==> config.mk <==
export PLATFORM = sky130hd
export DESIGN_NAME = crbfr_top
export DESIGN_NICKNAME = d
export VERILOG_FILES = /design/src/common/crbfr_pkg.sv /design/src/rtl/crbfr_top.sv /design/src/rtl/crbfr_accept.sv
export VERILOG_INCLUDE_DIRS = /design/src /design/src/common
export SDC_FILE = /design/constraint.sdc
export NUM_CORES = 1
export LEC_CHECK = 0
export ABC_AREA = 1
export CORE_UTILIZATION = 55
export CTS_CLUSTER_DIAMETER = 60
export DETAILED_ROUTE_END_ITERATION = 8
export DONT_BUFFER_PORTS = 1
export PLACE_DENSITY = 0.68
export SETUP_SLACK_MARGIN = 0.02
export SYNTH_ARGS = -nofsm -noshare
export SYNTH_HDL_FRONTEND = slang
export SYNTH_SLANG_ARGS = --single-unit
==> constraint.sdc <==
create_clock -name clk_in -period 14.7 [get_ports clk_in]
set_input_delay 2.205 -clock clk_in [delete_from_list [all_inputs] [get_ports clk_in]]
set_output_delay 2.205 -clock clk_in [all_outputs]
set_load 0.005 [all_outputs]
==> src/common/crbfr_map.svh <==
`ifndef CRBFR_MAP_SVH
`define CRBFR_MAP_SVH

// buffer bank: two buffers, 0x40 apart, byte m of the data field at +4*m
`define CRBFR_FLT_BASE 12'h080
`define CRBFR_MSK_BASE 12'h0c0
`define CRBFR_BANK_SPAN 12'h020
`define CRBFR_BUF_LEN 6'h20
`define CRBFR_BUF_IDENT 6'h24
`define CRBFR_BUF_STAT 6'h28

// word offsets inside one filter or mask slot
`define CRBFR_ID_HIGH 4'h0
`define CRBFR_ID_LOW 4'h4
`define CRBFR_ID_EXT 4'h8

// stand-alone registers
`define CRBFR_REC 12'h100
`define CRBFR_ERR_STAT 12'h104

// field layouts
`define CRBFR_FLT_LOW_IMPL 8'heb
`define CRBFR_MSK_LOW_IMPL 8'he3
`define CRBFR_LOW_EXT_BIT 3
`define CRBFR_LEN_IMPL 8'h4f
`define CRBFR_LEN_RTR_BIT 6
`define CRBFR_STAT_FULL_BIT 0
`define CRBFR_STAT_INVALID_BIT 1
`define CRBFR_STAT_OVER_BIT 2

// reset values and counter figures
`define CRBFR_REC_RESET 8'h00
`define CRBFR_FLT_RESET 32'h0000_0000
`define CRBFR_REC_PASSIVE_LIMIT 8'h7f
`define CRBFR_REC_RELOAD 8'h77
`define CRBFR_REC_STEP 8'h01
`define CRBFR_REC_DOMINANT_STEP 8'h08
`define CRBFR_LEN_MAX 4'h8

// bus answers
`define CRBFR_RESP_OKAY 2'h0
`define CRBFR_RESP_SLVERR 2'h2

`endif

==> src/common/crbfr_pkg.sv <==
package crbfr_pkg;

  // one frame as delivered by the bit-level receiver
  typedef struct packed {
    logic [28:0] ident;
    logic extended;
    logic rtr;
    logic [3:0] length_code;
    logic [7:0][7:0] data;
  } crbfr_frame_t;

  // filter or mask: high byte, low byte, extended 16 bits
  typedef struct packed {
    logic [7:0] high;
    logic [7:0] low;
    logic [15:0] ext;
  } crbfr_ident_t;

  // decoded length code
  typedef struct packed {
    logic [3:0] count;
    logic invalid;
  } crbfr_len_t;

  typedef enum logic [3:0] {
    REG_NONE = 4'h0,
    REG_DATA = 4'h1,
    REG_LEN = 4'h2,
    REG_IDENT = 4'h3,
    REG_STAT = 4'h4,
    REG_FHIGH = 4'h5,
    REG_FLOW = 4'h6,
    REG_FEXT = 4'h7,
    REG_MHIGH = 4'h8,
    REG_MLOW = 4'h9,
    REG_MEXT = 4'ha,
    REG_REC = 4'hb,
    REG_ERR = 4'hc
  } crbfr_kind_t;

  typedef struct packed {
    crbfr_kind_t kind;
    logic idx;
    logic [2:0] byte_sel;
  } crbfr_dec_t;

endpackage : crbfr_pkg

==> src/rtl/crbfr_top.sv <==
// The AXI4-Lite interface to the registers and the placing of the registers were chosen for this implementation.
`timescale 1ns/1ps
`default_nettype none
`include "crbfr_map.svh"

module crbfr_top (
  // clock and reset
  input wire logic clk_in,
  input wire logic rst_in,
  // axi4-lite write address
  input wire logic s_axi_awvalid_in,
  output logic s_axi_awready_out,
  input wire logic [11:0] s_axi_awaddr_in,
  // axi4-lite write data
  input wire logic s_axi_wvalid_in,
  output logic s_axi_wready_out,
  input wire logic [31:0] s_axi_wdata_in,
  input wire logic [3:0] s_axi_wstrb_in,
  // axi4-lite write response
  output logic s_axi_bvalid_out,
  input wire logic s_axi_bready_in,
  output logic [1:0] s_axi_bresp_out,
  // axi4-lite read address
  input wire logic s_axi_arvalid_in,
  output logic s_axi_arready_out,
  input wire logic [11:0] s_axi_araddr_in,
  // axi4-lite read data
  output logic s_axi_rvalid_out,
  input wire logic s_axi_rready_in,
  output logic [31:0] s_axi_rdata_out,
  output logic [1:0] s_axi_rresp_out,
  // received frames and error events from the bit-level receiver
  input wire crbfr_pkg::crbfr_frame_t rx_frame_in,
  input wire logic rx_frame_valid_in,
  input wire logic rx_error_in,
  input wire logic rx_error_dominant_in,
  // status
  output logic error_passive_out,
  output logic [1:0] buffer_full_out
);

  // merge a write into a word under the byte strobes
  function automatic logic [31:0] apply_strb(input logic [31:0] old_val,
                                             input logic [31:0] new_val,
                                             input logic [3:0] strb);
    logic [31:0] res;
    res = old_val;
    for (int i = 0; i < 4; i++)
    begin
      if (strb[i])
      begin
        res[i*8 +: 8] = new_val[i*8 +: 8];
      end
    end
    return res;
  endfunction : apply_strb

  // length code to byte count; nine and above are not counts
  function automatic crbfr_pkg::crbfr_len_t decode_len(input logic [3:0] code);
    crbfr_pkg::crbfr_len_t r;
    r.invalid = (code > `CRBFR_LEN_MAX);
    r.count = r.invalid ? 4'h0 : code;
    return r;
  endfunction : decode_len

  // counter step that sticks at the top instead of wrapping
  function automatic logic [7:0] sat_add(input logic [7:0] val, input logic [7:0] step);
    logic [8:0] sum;
    sum = {1'b0, val} + {1'b0, step};
    return sum[8] ? 8'hff : sum[7:0];
  endfunction : sat_add

  // byte address to register; unaligned or unused words give none
  function automatic crbfr_pkg::crbfr_dec_t decode_addr(input logic [11:0] a);
    crbfr_pkg::crbfr_dec_t d;
    d.kind = crbfr_pkg::REG_NONE;
    d.idx = 1'b0;
    d.byte_sel = a[4:2];
    if (a[1:0] != 2'h0)
    begin
      d.kind = crbfr_pkg::REG_NONE;
    end
    else if (a < `CRBFR_FLT_BASE)
    begin
      d.idx = a[6];
      if (!a[5])
        d.kind = crbfr_pkg::REG_DATA;
      else if (a[5:0] == `CRBFR_BUF_LEN)
        d.kind = crbfr_pkg::REG_LEN;
      else if (a[5:0] == `CRBFR_BUF_IDENT)
        d.kind = crbfr_pkg::REG_IDENT;
      else if (a[5:0] == `CRBFR_BUF_STAT)
        d.kind = crbfr_pkg::REG_STAT;
    end
    else if (a < `CRBFR_FLT_BASE + `CRBFR_BANK_SPAN)
    begin
      d.idx = a[4];
      if (a[3:0] == `CRBFR_ID_HIGH)
        d.kind = crbfr_pkg::REG_FHIGH;
      else if (a[3:0] == `CRBFR_ID_LOW)
        d.kind = crbfr_pkg::REG_FLOW;
      else if (a[3:0] == `CRBFR_ID_EXT)
        d.kind = crbfr_pkg::REG_FEXT;
    end
    else if (a >= `CRBFR_MSK_BASE && a < `CRBFR_MSK_BASE + `CRBFR_BANK_SPAN)
    begin
      d.idx = a[4];
      if (a[3:0] == `CRBFR_ID_HIGH)
        d.kind = crbfr_pkg::REG_MHIGH;
      else if (a[3:0] == `CRBFR_ID_LOW)
        d.kind = crbfr_pkg::REG_MLOW;
      else if (a[3:0] == `CRBFR_ID_EXT)
        d.kind = crbfr_pkg::REG_MEXT;
    end
    else if (a == `CRBFR_REC)
      d.kind = crbfr_pkg::REG_REC;
    else if (a == `CRBFR_ERR_STAT)
      d.kind = crbfr_pkg::REG_ERR;
    return d;
  endfunction : decode_addr

  // bus slave state
  logic aw_held, next_aw_held;
  logic [11:0] aw_addr, next_aw_addr;
  logic w_held, next_w_held;
  logic [31:0] w_data, next_w_data;
  logic [3:0] w_strb, next_w_strb;
  logic b_valid, next_b_valid;
  logic [1:0] b_resp, next_b_resp;
  logic r_valid, next_r_valid;
  logic [31:0] r_data, next_r_data;
  logic [1:0] r_resp, next_r_resp;
  logic wr_fire;
  crbfr_pkg::crbfr_dec_t wr_dec;
  crbfr_pkg::crbfr_dec_t rd_dec;
  logic [31:0] rd_word;
  crbfr_pkg::crbfr_len_t rd_len;

  // buffer storage; data, length and identifier carry no reset
  logic [1:0][7:0][7:0] buf_data, next_buf_data;
  logic [1:0][7:0] buf_len, next_buf_len;
  logic [1:0][29:0] buf_ident, next_buf_ident;
  logic [1:0] buf_full, next_buf_full;
  logic [1:0] buf_over, next_buf_over;

  // filters, masks and the error counter
  crbfr_pkg::crbfr_ident_t [1:0] filt, next_filt;
  crbfr_pkg::crbfr_ident_t [1:0] mask, next_mask;
  logic [7:0] rec, next_rec;
  logic passive, next_passive;
  logic [1:0] hit;

  // one comparator per buffer: filter n and mask n feed buffer n
  for (genvar n = 0; n < 2; n++)
  begin : g_accept
    crbfr_accept u_accept (
      .filter_in(filt[n]),
      .mask_in(mask[n]),
      .ident_in(rx_frame_in.ident),
      .extended_in(rx_frame_in.extended),
      .hit_out(hit[n])
    );
  end

  assign wr_fire = aw_held && w_held && !b_valid;
  assign wr_dec = decode_addr(aw_addr);
  assign rd_dec = decode_addr(s_axi_araddr_in);

  // handshakes; address and data are taken in either order
  assign s_axi_awready_out = !aw_held && !b_valid;
  assign s_axi_wready_out = !w_held && !b_valid;
  assign s_axi_arready_out = !r_valid;
  assign s_axi_bvalid_out = b_valid;
  assign s_axi_bresp_out = b_resp;
  assign s_axi_rvalid_out = r_valid;
  assign s_axi_rdata_out = r_data;
  assign s_axi_rresp_out = r_resp;
  assign error_passive_out = passive;
  assign buffer_full_out = buf_full;

  // read mux; unimplemented bits come back as zero
  always_comb
  begin
    rd_word = 32'h0000_0000;
    rd_len = decode_len(buf_len[rd_dec.idx][3:0]);
    unique case (rd_dec.kind)
      crbfr_pkg::REG_DATA: rd_word[7:0] = buf_data[rd_dec.idx][rd_dec.byte_sel];
      crbfr_pkg::REG_LEN: rd_word[7:0] = buf_len[rd_dec.idx];
      crbfr_pkg::REG_IDENT: rd_word[29:0] = buf_ident[rd_dec.idx];
      crbfr_pkg::REG_STAT:
      begin
        rd_word[`CRBFR_STAT_FULL_BIT] = buf_full[rd_dec.idx];
        rd_word[`CRBFR_STAT_INVALID_BIT] = rd_len.invalid;
        rd_word[`CRBFR_STAT_OVER_BIT] = buf_over[rd_dec.idx];
        rd_word[7:4] = rd_len.count;
      end
      crbfr_pkg::REG_FHIGH: rd_word[7:0] = filt[rd_dec.idx].high;
      crbfr_pkg::REG_FLOW: rd_word[7:0] = filt[rd_dec.idx].low;
      crbfr_pkg::REG_FEXT: rd_word[15:0] = filt[rd_dec.idx].ext;
      crbfr_pkg::REG_MHIGH: rd_word[7:0] = mask[rd_dec.idx].high;
      crbfr_pkg::REG_MLOW: rd_word[7:0] = mask[rd_dec.idx].low;
      crbfr_pkg::REG_MEXT: rd_word[15:0] = mask[rd_dec.idx].ext;
      crbfr_pkg::REG_REC: rd_word[7:0] = rec;
      crbfr_pkg::REG_ERR: rd_word[0] = passive;
      crbfr_pkg::REG_NONE: rd_word = 32'h0000_0000;
    endcase
  end

  // bus slave next state: one write and one read in flight at most
  always_comb
  begin
    next_aw_held = aw_held;
    next_aw_addr = aw_addr;
    next_w_held = w_held;
    next_w_data = w_data;
    next_w_strb = w_strb;
    next_b_valid = b_valid;
    next_b_resp = b_resp;
    next_r_valid = r_valid;
    next_r_data = r_data;
    next_r_resp = r_resp;
    if (s_axi_awvalid_in && s_axi_awready_out)
    begin
      next_aw_held = 1'b1;
      next_aw_addr = s_axi_awaddr_in;
    end
    if (s_axi_wvalid_in && s_axi_wready_out)
    begin
      next_w_held = 1'b1;
      next_w_data = s_axi_wdata_in;
      next_w_strb = s_axi_wstrb_in;
    end
    if (b_valid && s_axi_bready_in)
    begin
      next_b_valid = 1'b0;
    end
    if (wr_fire)
    begin
      next_aw_held = 1'b0;
      next_w_held = 1'b0;
      next_b_valid = 1'b1;
      next_b_resp = (wr_dec.kind == crbfr_pkg::REG_NONE) ? `CRBFR_RESP_SLVERR
                                                         : `CRBFR_RESP_OKAY;
    end
    if (r_valid && s_axi_rready_in)
    begin
      next_r_valid = 1'b0;
    end
    if (s_axi_arvalid_in && s_axi_arready_out)
    begin
      next_r_valid = 1'b1;
      next_r_data = rd_word;
      next_r_resp = (rd_dec.kind == crbfr_pkg::REG_NONE) ? `CRBFR_RESP_SLVERR
                                                         : `CRBFR_RESP_OKAY;
    end
  end

  always_ff @(posedge clk_in or posedge rst_in)
  begin
    if (rst_in)
    begin
      aw_held <= 1'b0;
      aw_addr <= 12'h000;
      w_held <= 1'b0;
      w_data <= 32'h0000_0000;
      w_strb <= 4'h0;
      b_valid <= 1'b0;
      b_resp <= `CRBFR_RESP_OKAY;
      r_valid <= 1'b0;
      r_data <= 32'h0000_0000;
      r_resp <= `CRBFR_RESP_OKAY;
    end
    else
    begin
      aw_held <= next_aw_held;
      aw_addr <= next_aw_addr;
      w_held <= next_w_held;
      w_data <= next_w_data;
      w_strb <= next_w_strb;
      b_valid <= next_b_valid;
      b_resp <= next_b_resp;
      r_valid <= next_r_valid;
      r_data <= next_r_data;
      r_resp <= next_r_resp;
    end
  end

  // buffers: software writes first, a stored frame overrides them
  always_comb
  begin
    logic found;
    logic [31:0] merged;
    crbfr_pkg::crbfr_len_t len_info;
    found = 1'b0;
    merged = 32'h0000_0000;
    len_info = decode_len(rx_frame_in.length_code);
    next_buf_data = buf_data;
    next_buf_len = buf_len;
    next_buf_ident = buf_ident;
    next_buf_full = buf_full;
    next_buf_over = buf_over;
    if (wr_fire)
    begin
      unique case (wr_dec.kind)
        crbfr_pkg::REG_DATA:
        begin
          merged = apply_strb({24'h000000, buf_data[wr_dec.idx][wr_dec.byte_sel]},
                              w_data, w_strb);
          next_buf_data[wr_dec.idx][wr_dec.byte_sel] = merged[7:0];
        end
        crbfr_pkg::REG_LEN:
        begin
          merged = apply_strb({24'h000000, buf_len[wr_dec.idx]}, w_data, w_strb);
          next_buf_len[wr_dec.idx] = merged[7:0] & `CRBFR_LEN_IMPL;
        end
        crbfr_pkg::REG_IDENT:
        begin
          merged = apply_strb({2'h0, buf_ident[wr_dec.idx]}, w_data, w_strb);
          next_buf_ident[wr_dec.idx] = merged[29:0];
        end
        crbfr_pkg::REG_STAT:
        begin
          // write one to release the buffer or clear the overrun flag
          if (w_strb[0] && w_data[`CRBFR_STAT_FULL_BIT])
            next_buf_full[wr_dec.idx] = 1'b0;
          if (w_strb[0] && w_data[`CRBFR_STAT_OVER_BIT])
            next_buf_over[wr_dec.idx] = 1'b0;
        end
        default:
        begin
          merged = 32'h0000_0000;
        end
      endcase
    end
    // lowest matching buffer takes the frame; a full one flags overrun
    for (int n = 0; n < 2; n++)
    begin
      if (rx_frame_valid_in && hit[n] && !found)
      begin
        found = 1'b1;
        if (buf_full[n])
        begin
          next_buf_over[n] = 1'b1;
        end
        else
        begin
          for (int m = 0; m < 8; m++)
          begin
            if (m < int'(len_info.count))
              next_buf_data[n][m] = rx_frame_in.data[m];
          end
          next_buf_len[n] = {1'b0, rx_frame_in.rtr, 2'h0, rx_frame_in.length_code};
          // standard field, extended flag, then extended bits 17-0
          next_buf_ident[n] = {rx_frame_in.extended ? rx_frame_in.ident[17:0] : 18'h00000,
                               rx_frame_in.extended,
                               rx_frame_in.extended ? rx_frame_in.ident[28:18]
                                                    : rx_frame_in.ident[10:0]};
          next_buf_full[n] = 1'b1;
        end
      end
    end
  end

  // data bytes hold no defined value after power-on
  always_ff @(posedge clk_in)
  begin
    buf_data <= next_buf_data;
    buf_len <= next_buf_len;
    buf_ident <= next_buf_ident;
  end

  always_ff @(posedge clk_in or posedge rst_in)
  begin
    if (rst_in)
    begin
      buf_full <= 2'h0;
      buf_over <= 2'h0;
    end
    else
    begin
      buf_full <= next_buf_full;
      buf_over <= next_buf_over;
    end
  end

  // filter and mask writes; unimplemented low bits are kept at zero
  always_comb
  begin
    logic [31:0] merged;
    merged = 32'h0000_0000;
    next_filt = filt;
    next_mask = mask;
    if (wr_fire)
    begin
      unique case (wr_dec.kind)
        crbfr_pkg::REG_FHIGH:
        begin
          merged = apply_strb({24'h000000, filt[wr_dec.idx].high}, w_data, w_strb);
          next_filt[wr_dec.idx].high = merged[7:0];
        end
        crbfr_pkg::REG_FLOW:
        begin
          merged = apply_strb({24'h000000, filt[wr_dec.idx].low}, w_data, w_strb);
          next_filt[wr_dec.idx].low = merged[7:0] & `CRBFR_FLT_LOW_IMPL;
        end
        crbfr_pkg::REG_FEXT:
        begin
          merged = apply_strb({16'h0000, filt[wr_dec.idx].ext}, w_data, w_strb);
          next_filt[wr_dec.idx].ext = merged[15:0];
        end
        crbfr_pkg::REG_MHIGH:
        begin
          merged = apply_strb({24'h000000, mask[wr_dec.idx].high}, w_data, w_strb);
          next_mask[wr_dec.idx].high = merged[7:0];
        end
        crbfr_pkg::REG_MLOW:
        begin
          merged = apply_strb({24'h000000, mask[wr_dec.idx].low}, w_data, w_strb);
          next_mask[wr_dec.idx].low = merged[7:0] & `CRBFR_MSK_LOW_IMPL;
        end
        crbfr_pkg::REG_MEXT:
        begin
          merged = apply_strb({16'h0000, mask[wr_dec.idx].ext}, w_data, w_strb);
          next_mask[wr_dec.idx].ext = merged[15:0];
        end
        default:
        begin
          merged = 32'h0000_0000;
        end
      endcase
    end
  end

  // zeroed so that an unset filter only passes standard frames
  always_ff @(posedge clk_in or posedge rst_in)
  begin
    if (rst_in)
    begin
      filt <= {2{`CRBFR_FLT_RESET}};
      mask <= {2{`CRBFR_FLT_RESET}};
    end
    else
    begin
      filt <= next_filt;
      mask <= next_mask;
    end
  end

  // receive error counting; software writes never reach the counter
  always_comb
  begin
    next_rec = rec;
    if (rx_error_dominant_in)
      next_rec = sat_add(rec, `CRBFR_REC_DOMINANT_STEP);
    else if (rx_error_in)
      next_rec = sat_add(rec, `CRBFR_REC_STEP);
    else if (rx_frame_valid_in)
    begin
      // a good frame pulls a passive count back below the limit
      if (rec > `CRBFR_REC_PASSIVE_LIMIT)
        next_rec = `CRBFR_REC_RELOAD;
      else if (rec != 8'h00)
        next_rec = rec - `CRBFR_REC_STEP;
    end
    // no bus-off output: only the transmit count may do that
    next_passive = (next_rec > `CRBFR_REC_PASSIVE_LIMIT);
  end

  always_ff @(posedge clk_in or posedge rst_in)
  begin
    if (rst_in)
    begin
      rec <= `CRBFR_REC_RESET;
      passive <= 1'b0;
    end
    else
    begin
      rec <= next_rec;
      passive <= next_passive;
    end
  end

endmodule : crbfr_top
`default_nettype wire

==> src/rtl/crbfr_accept.sv <==
`timescale 1ns/1ps
`default_nettype none
`include "crbfr_map.svh"

module crbfr_accept (
  // filter and its mask
  input wire crbfr_pkg::crbfr_ident_t filter_in,
  input wire crbfr_pkg::crbfr_ident_t mask_in,
  // received identifier
  input wire logic [28:0] ident_in,
  input wire logic extended_in,
  // verdict
  output logic hit_out
);

  logic [10:0] sid_filter;
  logic [10:0] sid_mask;
  logic [10:0] sid_frame;
  logic [17:0] eid_filter;
  logic [17:0] eid_mask;
  logic type_ok;
  logic sid_ok;
  logic eid_ok;

  // identifier fields laid out as in the registers
  assign sid_filter = {filter_in.high, filter_in.low[7:5]};
  assign eid_filter = {filter_in.low[1:0], filter_in.ext};
  assign sid_mask = {mask_in.high, mask_in.low[7:5]};
  assign eid_mask = {mask_in.low[1:0], mask_in.ext};
  // extended frames carry the top eleven bits in the standard field
  assign sid_frame = extended_in ? ident_in[28:18] : ident_in[10:0];

  // masked compare, frame type must match the filter's select bit
  assign type_ok = (extended_in == filter_in.low[`CRBFR_LOW_EXT_BIT]);
  assign sid_ok = ((sid_frame ^ sid_filter) & sid_mask) == 11'h000;
  assign eid_ok = !extended_in || (((ident_in[17:0] ^ eid_filter) & eid_mask) == 18'h00000);
  assign hit_out = type_ok && sid_ok && eid_ok;

endmodule : crbfr_accept
`default_nettype wire

== Word-level counts from Yosys, hierarchy flattened ==
Index checks and enable logic that the tools add are counted.
Operators by class
  mux-type cells: 209
  equality and inequality tests: 38
  bitwise gates (word level): 11
  reduce and logical (&&, ||, !) cells: 49
  $lt $le $gt $ge: 26
  add/subtract/negate cells: 3
Operator list (number)
  $mux W64: 9
  $mux W8: 69
  $bwmux W64: 6
  $pmux W64 S3: 2
  $mux W32: 9
  $mux W30: 9
  $mux W128: 2
  $bwmux W128: 1
  $mux W60: 2
  $demux W32 S1: 3
  $lt A12 B8 Y1 const B: 6
  $demux W64 S1: 1
  $mux W4: 16
  $bwmux W60: 1
  $bmux W8 S3: 2
  $eq A12 B9 Y1 const B: 4
  $mux W16: 3
  $pmux W4 S11: 1
  $mux W3: 14
  $eq A4 B3 Y1 const B: 10
  $eq A4 B4 Y1 const B: 10
  $and A18 B18 Y18: 2
  $eq A6 B6 Y1 const B: 6
  $logic_not A18 Y1: 2
  48 further kinds: 146
Storage, ports and cells
  flip-flop bits (word level): 429
  bits of input ports: 169
  logic and storage cells: 382
  output and inout port bits: 44

== Longest topological paths before layout ==
Gate-level depths: netlist of run 1.
  word-level depth: 21
  gate-level depth with buffers: 19

== Hierarchy ==
A second synthesis of run 1 with hierarchy kept.
Second synthesis, totals
  cells, all modules: 4594
  area, all modules: 28441.0 sq um
Modules (own cells, without submodules)
  crbfr_top: area an instance 26914.6 sq um, seq. area each 9664.3 sq um, cells each 4244, times used 1
  crbfr_accept: area an instance 763.2 sq um, seq. area each 0.0 sq um, cells each 175, times used 2

== Worst setup path before layout of run 1 ==
No wires, ideal clock.
  path type: input-to-reg
  start: input rx_frame_in[69] in the netlist's numbering
  end: register buf_ident[53] in the netlist's numbering
  path buffers: 4
  arrival: 3952 ps
  slack: 10631 ps
  library setup time: 117 ps
  stages on the path: 15
  required time: 14583 ps
  cell sequence: buf_4 > buf_6 > nand2_1 > o21ai_2 > or2_0 > nand3_1 > nand2_1 > nor2_1 > nand3_2 > nor2_8 > nand3_2 > buf_4 > buf_2 > nand3_1 > o21ai_1
RTL lines
  start, declared: line crbfr_top.sv:33  | input wire crbfr_pkg::crbfr_frame_t rx_frame_in,
  end signal, assigned: line crbfr_top.sv:369  | buf_ident <= next_buf_ident;
  end, declared: line crbfr_top.sv:142  | logic [1:0][29:0] buf_ident, next_buf_ident;

== Worst setup path in the final report of run 1 ==
  start: input s_axi_araddr_in[5]
  end: register r_data[1], in the netlist s_axi_rdata_out[1]
On the way
  longest elaborated chain between the ends: 11
RTL lines
  start, declared: line crbfr_top.sv:26  | input wire logic [11:0] s_axi_araddr_in,
  $ge A12 B8 Y1 (no source line) or $lt A12 B8 Y1 (tied branches)
  $logic_and A1 B1 Y1 (no source line)
  $mux W1: line crbfr_top.sv:105  | else if (a >= `CRBFR_MSK_BASE && a < `CRBFR_MSK_BASE + `CRBFR_BANK_SPAN)
  $mux W5: line crbfr_top.sv:95  | else if (a < `CRBFR_FLT_BASE + `CRBFR_BANK_SPAN)
  $mux W5 (*): line crbfr_top.sv:83  | else if (a < `CRBFR_FLT_BASE)
  $mux W1: line crbfr_top.sv:79  | if (a[1:0] != 2'h0)
  $mux W64 (implied by the code) (2 in series): line crbfr_top.sv:187  | crbfr_pkg::REG_DATA: rd_word[7:0] = buf_data[rd_dec.idx][rd_dec.byte_sel];
  $bmux W8 S3: line crbfr_top.sv:187
  $mux W8 (implied by the code): line crbfr_top.sv:187
  $pmux W2 S11 (*): line crbfr_top.sv:186  | unique case (rd_dec.kind)
  end signal, assigned: line crbfr_top.sv:283  | r_data <= next_r_data;
  end, declared: line crbfr_top.sv:131  | logic [31:0] r_data, next_r_data;
Mark *: on every way between the ends. The rest lies on a longest branch, timed or not. The select of a mux whose other input is x is not followed.
A chain may end at the register's enable or synchronous reset.

==> results_dict.tcl, run 1 <==
set metrics [dict create \
    post_cts_buffers 0 \
    dpl.hpwl_mm 66.9 \
    synth_ff_type "dfrtp_1" \
    end_kind "flip-flop" \
    grt_pass1_vias 24600 \
    ctsHoldBuffers 0 \
    io_buffer_count 0 \
    yosys-top-cells-count "nand2_1 (1388), o21ai_0 (631), inv_1 (431)" \
    postRouteAntennaNets 0 \
    root_buffer "clkbuf_16" \
    syn_area_per_cell_sq_um 6.38 \
    setup_viol 0 \
    syn_inst 4230 \
    clock_skew_ns 0.0245 \
    period_needed_ns 5.64 \
    syn_to_final_growth_pct 6.58 \
    worstRegToRegCells 12 \
    num_vias 28000 \
    die_w_um 224 \
    final_max_slew_viol_count 0 \
    status "complete, no violations" \
    fin_setup_tns_ns 0 \
    crit_chain "inv_1 -> nand3_1 -> o21ai_2 -> buf_4 -> nand2_4 -> buf_4 -> buf_4 -> nand2_1 -> o21ai_0 -> nand2_1 -> nor2_1 -> nor2_1 -> nand2_1 -> o21ai_0 -> nor2_1 -> nand3_1 -> nand2_1 -> nand2_1" \
    cts.htree.levels 2 \
    hold_path_depth 2 \
    async_flop_share 0.522 \
    overflow 0 \
    start_util 0.562 \
    startpoint_type "primary input" \
    synth-seq-area-share 0.358 \
    final-hold-violation-count 0 \
    dr.first_iter.drc_count 3820 \
    fin_util 0.599 \
    grt_pass1_wl_mm 148 \
    fp.coreArea_sq_um 48000 \
    drc_errors 0 \
    wl_mm 97.8 \
    rsz0062_at_grt "no" \
    final_nets 4267 \
    wl_per_cell_um 20.6 \
    fmax_mhz 177 \
    fillers 4770 \
    cts_tree "done" \
    die_y_um 224 \
    cts.clk_slew.worst_paths_ns 0.06 \
    ys_ff_latch 427 \
    die-area_sq_um 50000 \
    row_count 80 \
    clk_latency_ns 0.63 \
    worstPathRequired_ns 15.21 \
    grtUsageTotal 0.385 \
    synth_top_area_cell "dfrtp_1" \
    ir_drop_v 0.000124 \
    netlist_top_cells_area "dfrtp_1 (21%), nand2_1 (19%), dfxtp_1 (15%)" \
    grt_max_degree 103 \
    finalCritPeriodShare 0.384 \
    fin_hold_ws_ns 0.435 \
    slew_headroom 0.194 \
    cp_max_fo 90 \
    dr.pass1.iters 6 \
    synth.top_cell.area_share 0.207 \
    maxCapViolCount 0 \
    crit_arrival_ns 6.16 \
    antenna_found_initial 5 \
    max_stage_delay_ns 0.84 \
    cp.depth 18 \
    hold_path_class "flip-flop to flip-flop" \
    worstSetupPathType "primary input to flip-flop" \
    p_leak_nw 13.4 \
    netlist_area_sq_um 27000 \
    ctsResizeCount 0 \
    tightest_slew_ns 1.21 \
    crit_top_cell "nand2_1" \
    yosysWarningCount 0 \
    clk_path_buf_depth 3 \
    clock_sinks 427 \
    drive_gt1_frac 0.0650 \
    power_density_nw_per_um2 129 \
    cts_inserted_buffers 52 \
    slowest_stage "buf_4" \
    cpLargestDelayFamily "buffers and inverters" \
    path_buf_inv 4 \
    ios 213 \
    gp_congestion 0.979 \
    synth_edf_count 0 \
    yosysUniqueCellTypes 53 \
    viasPerCell 5.90 \
    synth_most_common_cell "nand2_1" \
]
## worst min-delay path, delay by kind of cell, from the launching register on
kind | cells | cell delay [ns]
AND/OR/NAND/NOR | 1 | 0.04
buffers and inverters | 1 | 0.05
flip-flops | 1 | 0.30
## path summary, 6_finish.rpt
kind | from | to | slack [ns]
worst max register to register | aw_addr[4]$_DFFE_PP0P_ | buf_ident[2]$_DFF_P_ | 9.79
worst min register to register | buf_len[12]$_DFF_P_ | buf_len[12]$_DFF_P_ | 0.43
max in group asynchronous | rst_in | w_data[22]$_DFFE_PP0P_ | 11.85
worst max-delay path | s_axi_araddr_in[5] | s_axi_rdata_out[1]$_DFFE_PP0P_ | 9.06
min in group asynchronous | rst_in | async pin | 1.50
worst min-delay path | buf_len[12]$_DFF_P_ | buf_len[12]$_DFF_P_ | 0.43
## layer usage
| metal | vias to the layer above | track usage | routed length (um) |
|---|---|---|---|
| met5 | - | 0 | 68 |
| met4 | 10 | 0.156 | 4070 |
| met3 | 240 | 0.0872 | 11900 |
| met2 | 1509 | 0.560 | 40800 |
| met1 | 12900 | 0.550 | 41000 |
| li1 | 13400 | - | - |
## cell usage in the layout (no fill, tap or decap), types with 3 or more instances in the layout
cell type / Yosys / routed
nand2_1: 1388 / 1386
o21ai_0: 631 / 630
inv_1: 431 / 429
nor2_1: 294 / 292
nand3_1: 284 / 283
dfrtp_1: 223 / 222
dfxtp_1: 204 / 204
a21oi_1: 164 / 164
o211ai_1: 55 / 55
clkbuf_16: 0 / 52
o21ai_1: 46 / 46
o22ai_1: 35 / 35
mux2_2: 30 / 30
buf_4: 14 / 30
inv_2: 24 / 25
nand4_1: 22 / 22
o31ai_1: 19 / 19
or2_2: 17 / 17
and3_1: 17 / 17
nor3_1: 15 / 15
nor2_2: 12 / 14
nand3_4: 11 / 12
o21ai_2: 10 / 11
clkbuf_1: 123 / 10
nand2_2: 7 / 8
nand3_2: 8 / 8
nand4_2: 8 / 8
clkbuf_8: 0 / 8
nor2_4: 7 / 7
mux2i_1: 7 / 7
clkinv_2: 0 / 7
bufinv_16: 0 / 6
ha_1: 5 / 5
clkinvlp_4: 0 / 5
clkinv_1: 2 / 4
a22oi_1: 4 / 4
conb_1: 1 / 4
xor2_1: 3 / 3
## where the power goes
group          internal [W]  switching [W]
Combinational      0.000254       0.000719
Clock              0.000803       0.000558
Sequential          0.00126       0.000121
Total               0.00232        0.00140
## cells by family after synthesis
logic type | after synthesis | share of synthesized area
simple gates | 2099 | 0.327
compound gates | 975 | 0.193
buf+inv | 682 | 0.103
flops | 427 | 0.358
mux | 37 | 0.0151
fa+ha+maj | 5 | 0.00232
xor+xnor | 4 | 0.00130
other cells | 1 | 0.000139
## area by class of cell
type                       instances  area (sq um)  area share
antenna                            1          2.50   0.0000869
sequential                       427          9670       0.336
clock buffer                      70          1450      0.0503
clock inverter                    27           343      0.0119
timing repair buffer              30           225     0.00783
inverter                         458          1730      0.0601
tap                              615           769      0.0267
multi-input combinational       3124         14600       0.507
## through the flow
stage,std cells,worst slack [ns],total power [W],area (sq um)
floorplan,4233,6.39,0.00198,27000
global placement,4654,8.64,0.00232,27000
detailed placement,4654,8.61,0.00233,27000
CTS,4751,9.26,0.00368,28800
global route,4751,8.83,0.00385,28800
finish,4752,9.06,0.00371,28800
Power figures use the tool's default switching activity.
==> inputs of run 2 (changes only) <==
clock period = 5.8 ns   (was 14.7 ns; I/O delays follow)
==> results_dict.tcl, run 2 (synthesis gave the netlist of run 1 again) <==
set metrics [dict create \
    antenna_found_initial 1 \
    drc_errors 0 \
    path_buf_inv 4 \
    cts_inserted_buffers 50 \
    crit_chain "inv_2 -> o21ai_0 -> nand3_4 -> buf_4 -> nand2_1 -> inv_1 -> nand2_1 -> nand2_1 -> nand3_1 -> o21ai_0 -> inv_1" \
    clk_latency_ns 0.63 \
    dr.first_iter.drc_count 3739 \
    clock_sinks 427 \
    cts.htree.levels 2 \
    start_util 0.562 \
    hold_path_class "primary input to async pin" \
    ctsResizeCount 0 \
    period_needed_ns 4.12 \
    io_buffer_count 0 \
    fmax_mhz 242 \
    fin_cells 4759 \
    grt_pass1_vias 24400 \
    cpLargestDelayFamily "buffers and inverters" \
    worstSetupPathType "flip-flop to flip-flop" \
    die_w_um 224 \
    syn_to_final_growth_pct 6.89 \
    slew_headroom 0.196 \
    final-hold-violation-count 0 \
    end_kind "flip-flop" \
    cts_tree "done" \
    dpl.hpwl_mm 67.7 \
    final_nets 4275 \
    root_buffer "clkbuf_16" \
    cp_max_fo 106 \
    dp.cells 4664 \
    wl_mm 97.0 \
    clock_skew_ns 0.0245 \
    clk_path_buf_depth 3 \
    dr.pass1.iters 6 \
    fin_setup_tns_ns 0 \
    ctsHoldBuffers 0 \
    cp-startpoint "aw_addr[4]$_DFFE_PP0P_" \
    grt_pass1_wl_mm 147 \
    ir_drop_v 0.000371 \
    die-area_sq_um 50000 \
    cts.clk_slew.worst_paths_ns 0.06 \
    crit_top_cell "nand2_1" \
    r2r_start "aw_addr[4]$_DFFE_PP0P_" \
    drive_gt1_frac 0.0669 \
    final_max_slew_viol_count 0 \
    setup_viol 0 \
    power_density_nw_per_um2 325 \
    fillers 4796 \
    viasPerCell 5.87 \
    max_stage_delay_ns 0.77 \
    overflow 0 \
    slowest_stage "buf_4" \
    finalCritPeriodShare 0.711 \
    ios 213 \
    crit_arrival_ns 4.63 \
    fp.coreArea_sq_um 48000 \
    dpl_worst_slack_ns 1.84 \
    mostFrequentLayoutCell "nand2_1" \
    row_count 80 \
    gp_congestion 0.999 \
    worstPathRequired_ns 6.31 \
    worst_slack_ns 1.68 \
    rsz0062_at_grt "no" \
    grtUsageTotal 0.382 \
    tightest_slew_ns 1.20 \
    fin_hold_ws_ns 0.126 \
    p_leak_nw 13.5 \
    die_y_um 224 \
    grt_max_degree 154 \
    postRouteAntennaNets 0 \
    startpoint_type "flip-flop" \
    post_cts_buffers 0 \
    wl_per_cell_um 20.4 \
    final_cell_mix "nand2_1 (1386), o21ai_0 (630), inv_1 (429)" \
    status "complete, no violations" \
    num_vias 27900 \
    maxCapViolCount 0 \
]
## run 2: cell count changes in the layout (fill, tap and decap cells not counted), sizes merged
cell,previous run,this run
inv,460,458
diode,1,2
bufinv,6,5
clkinvlp,5,4
clkinv,14,12
clkbuf,70,72
buf,30,40
## run 2: cell type report
type | instances | area (sq um) | area share
Timing Repair Buffer | 40 | 338 | 0.0117
Multi-Input combinational cell | 3124 | 14600 | 0.506
Tap cell | 615 | 769 | 0.0267
Antenna cell | 2 | 5.00 | 0.000173
Inverter | 458 | 1730 | 0.0598
Clock inverter | 21 | 279 | 0.00967
Clock buffer | 72 | 1480 | 0.0514
Sequential cell | 427 | 9670 | 0.335
## run 2: per-layer routing
metal	track usage	up-vias	wire, um
met5	0	-	19
met4	0.142	2	3540
met3	0.0917	207	11500
met2	0.561	1500	40800
met1	0.543	12800	41100
li1	-	13400	-
## run 2: worst paths after layout
kind | cells after the start | endpoint | slack [ns]
hold reg to reg | 2 | buf_len[15]$_DFF_P_ | 0.44
hold / removal | 1 | async pin | 0.13
setup / recovery | 11 | buf_ident[3]$_DFF_P_ | 1.68
setup reg to reg | 11 | buf_ident[3]$_DFF_P_ | 1.68
max in group asynchronous | 2 | w_strb[0]$_DFFE_PP0P_ | 4.42
min in group clk_in | 1 | s_axi_bvalid_out$_DFFE_PP0P_ | 0.35
## run 2: power by group
part           switching, W  total [W]  internal, W
clock               0.00138    0.00339      0.00201
sequential         0.000299    0.00349      0.00320
combinational       0.00183    0.00248     0.000653
## run 2: per-stage QoR
stage | util | total power (W) | cell area [sq um]
after floorplan | - | 0.00503 | 27000
after global placement | 0.564 | 0.00592 | 27100
after detailed placement | 0.564 | 0.00593 | 27100
after CTS | 0.601 | 0.00931 | 28900
after global routing | 0.601 | 0.00974 | 28900
final | 0.601 | 0.00937 | 28900
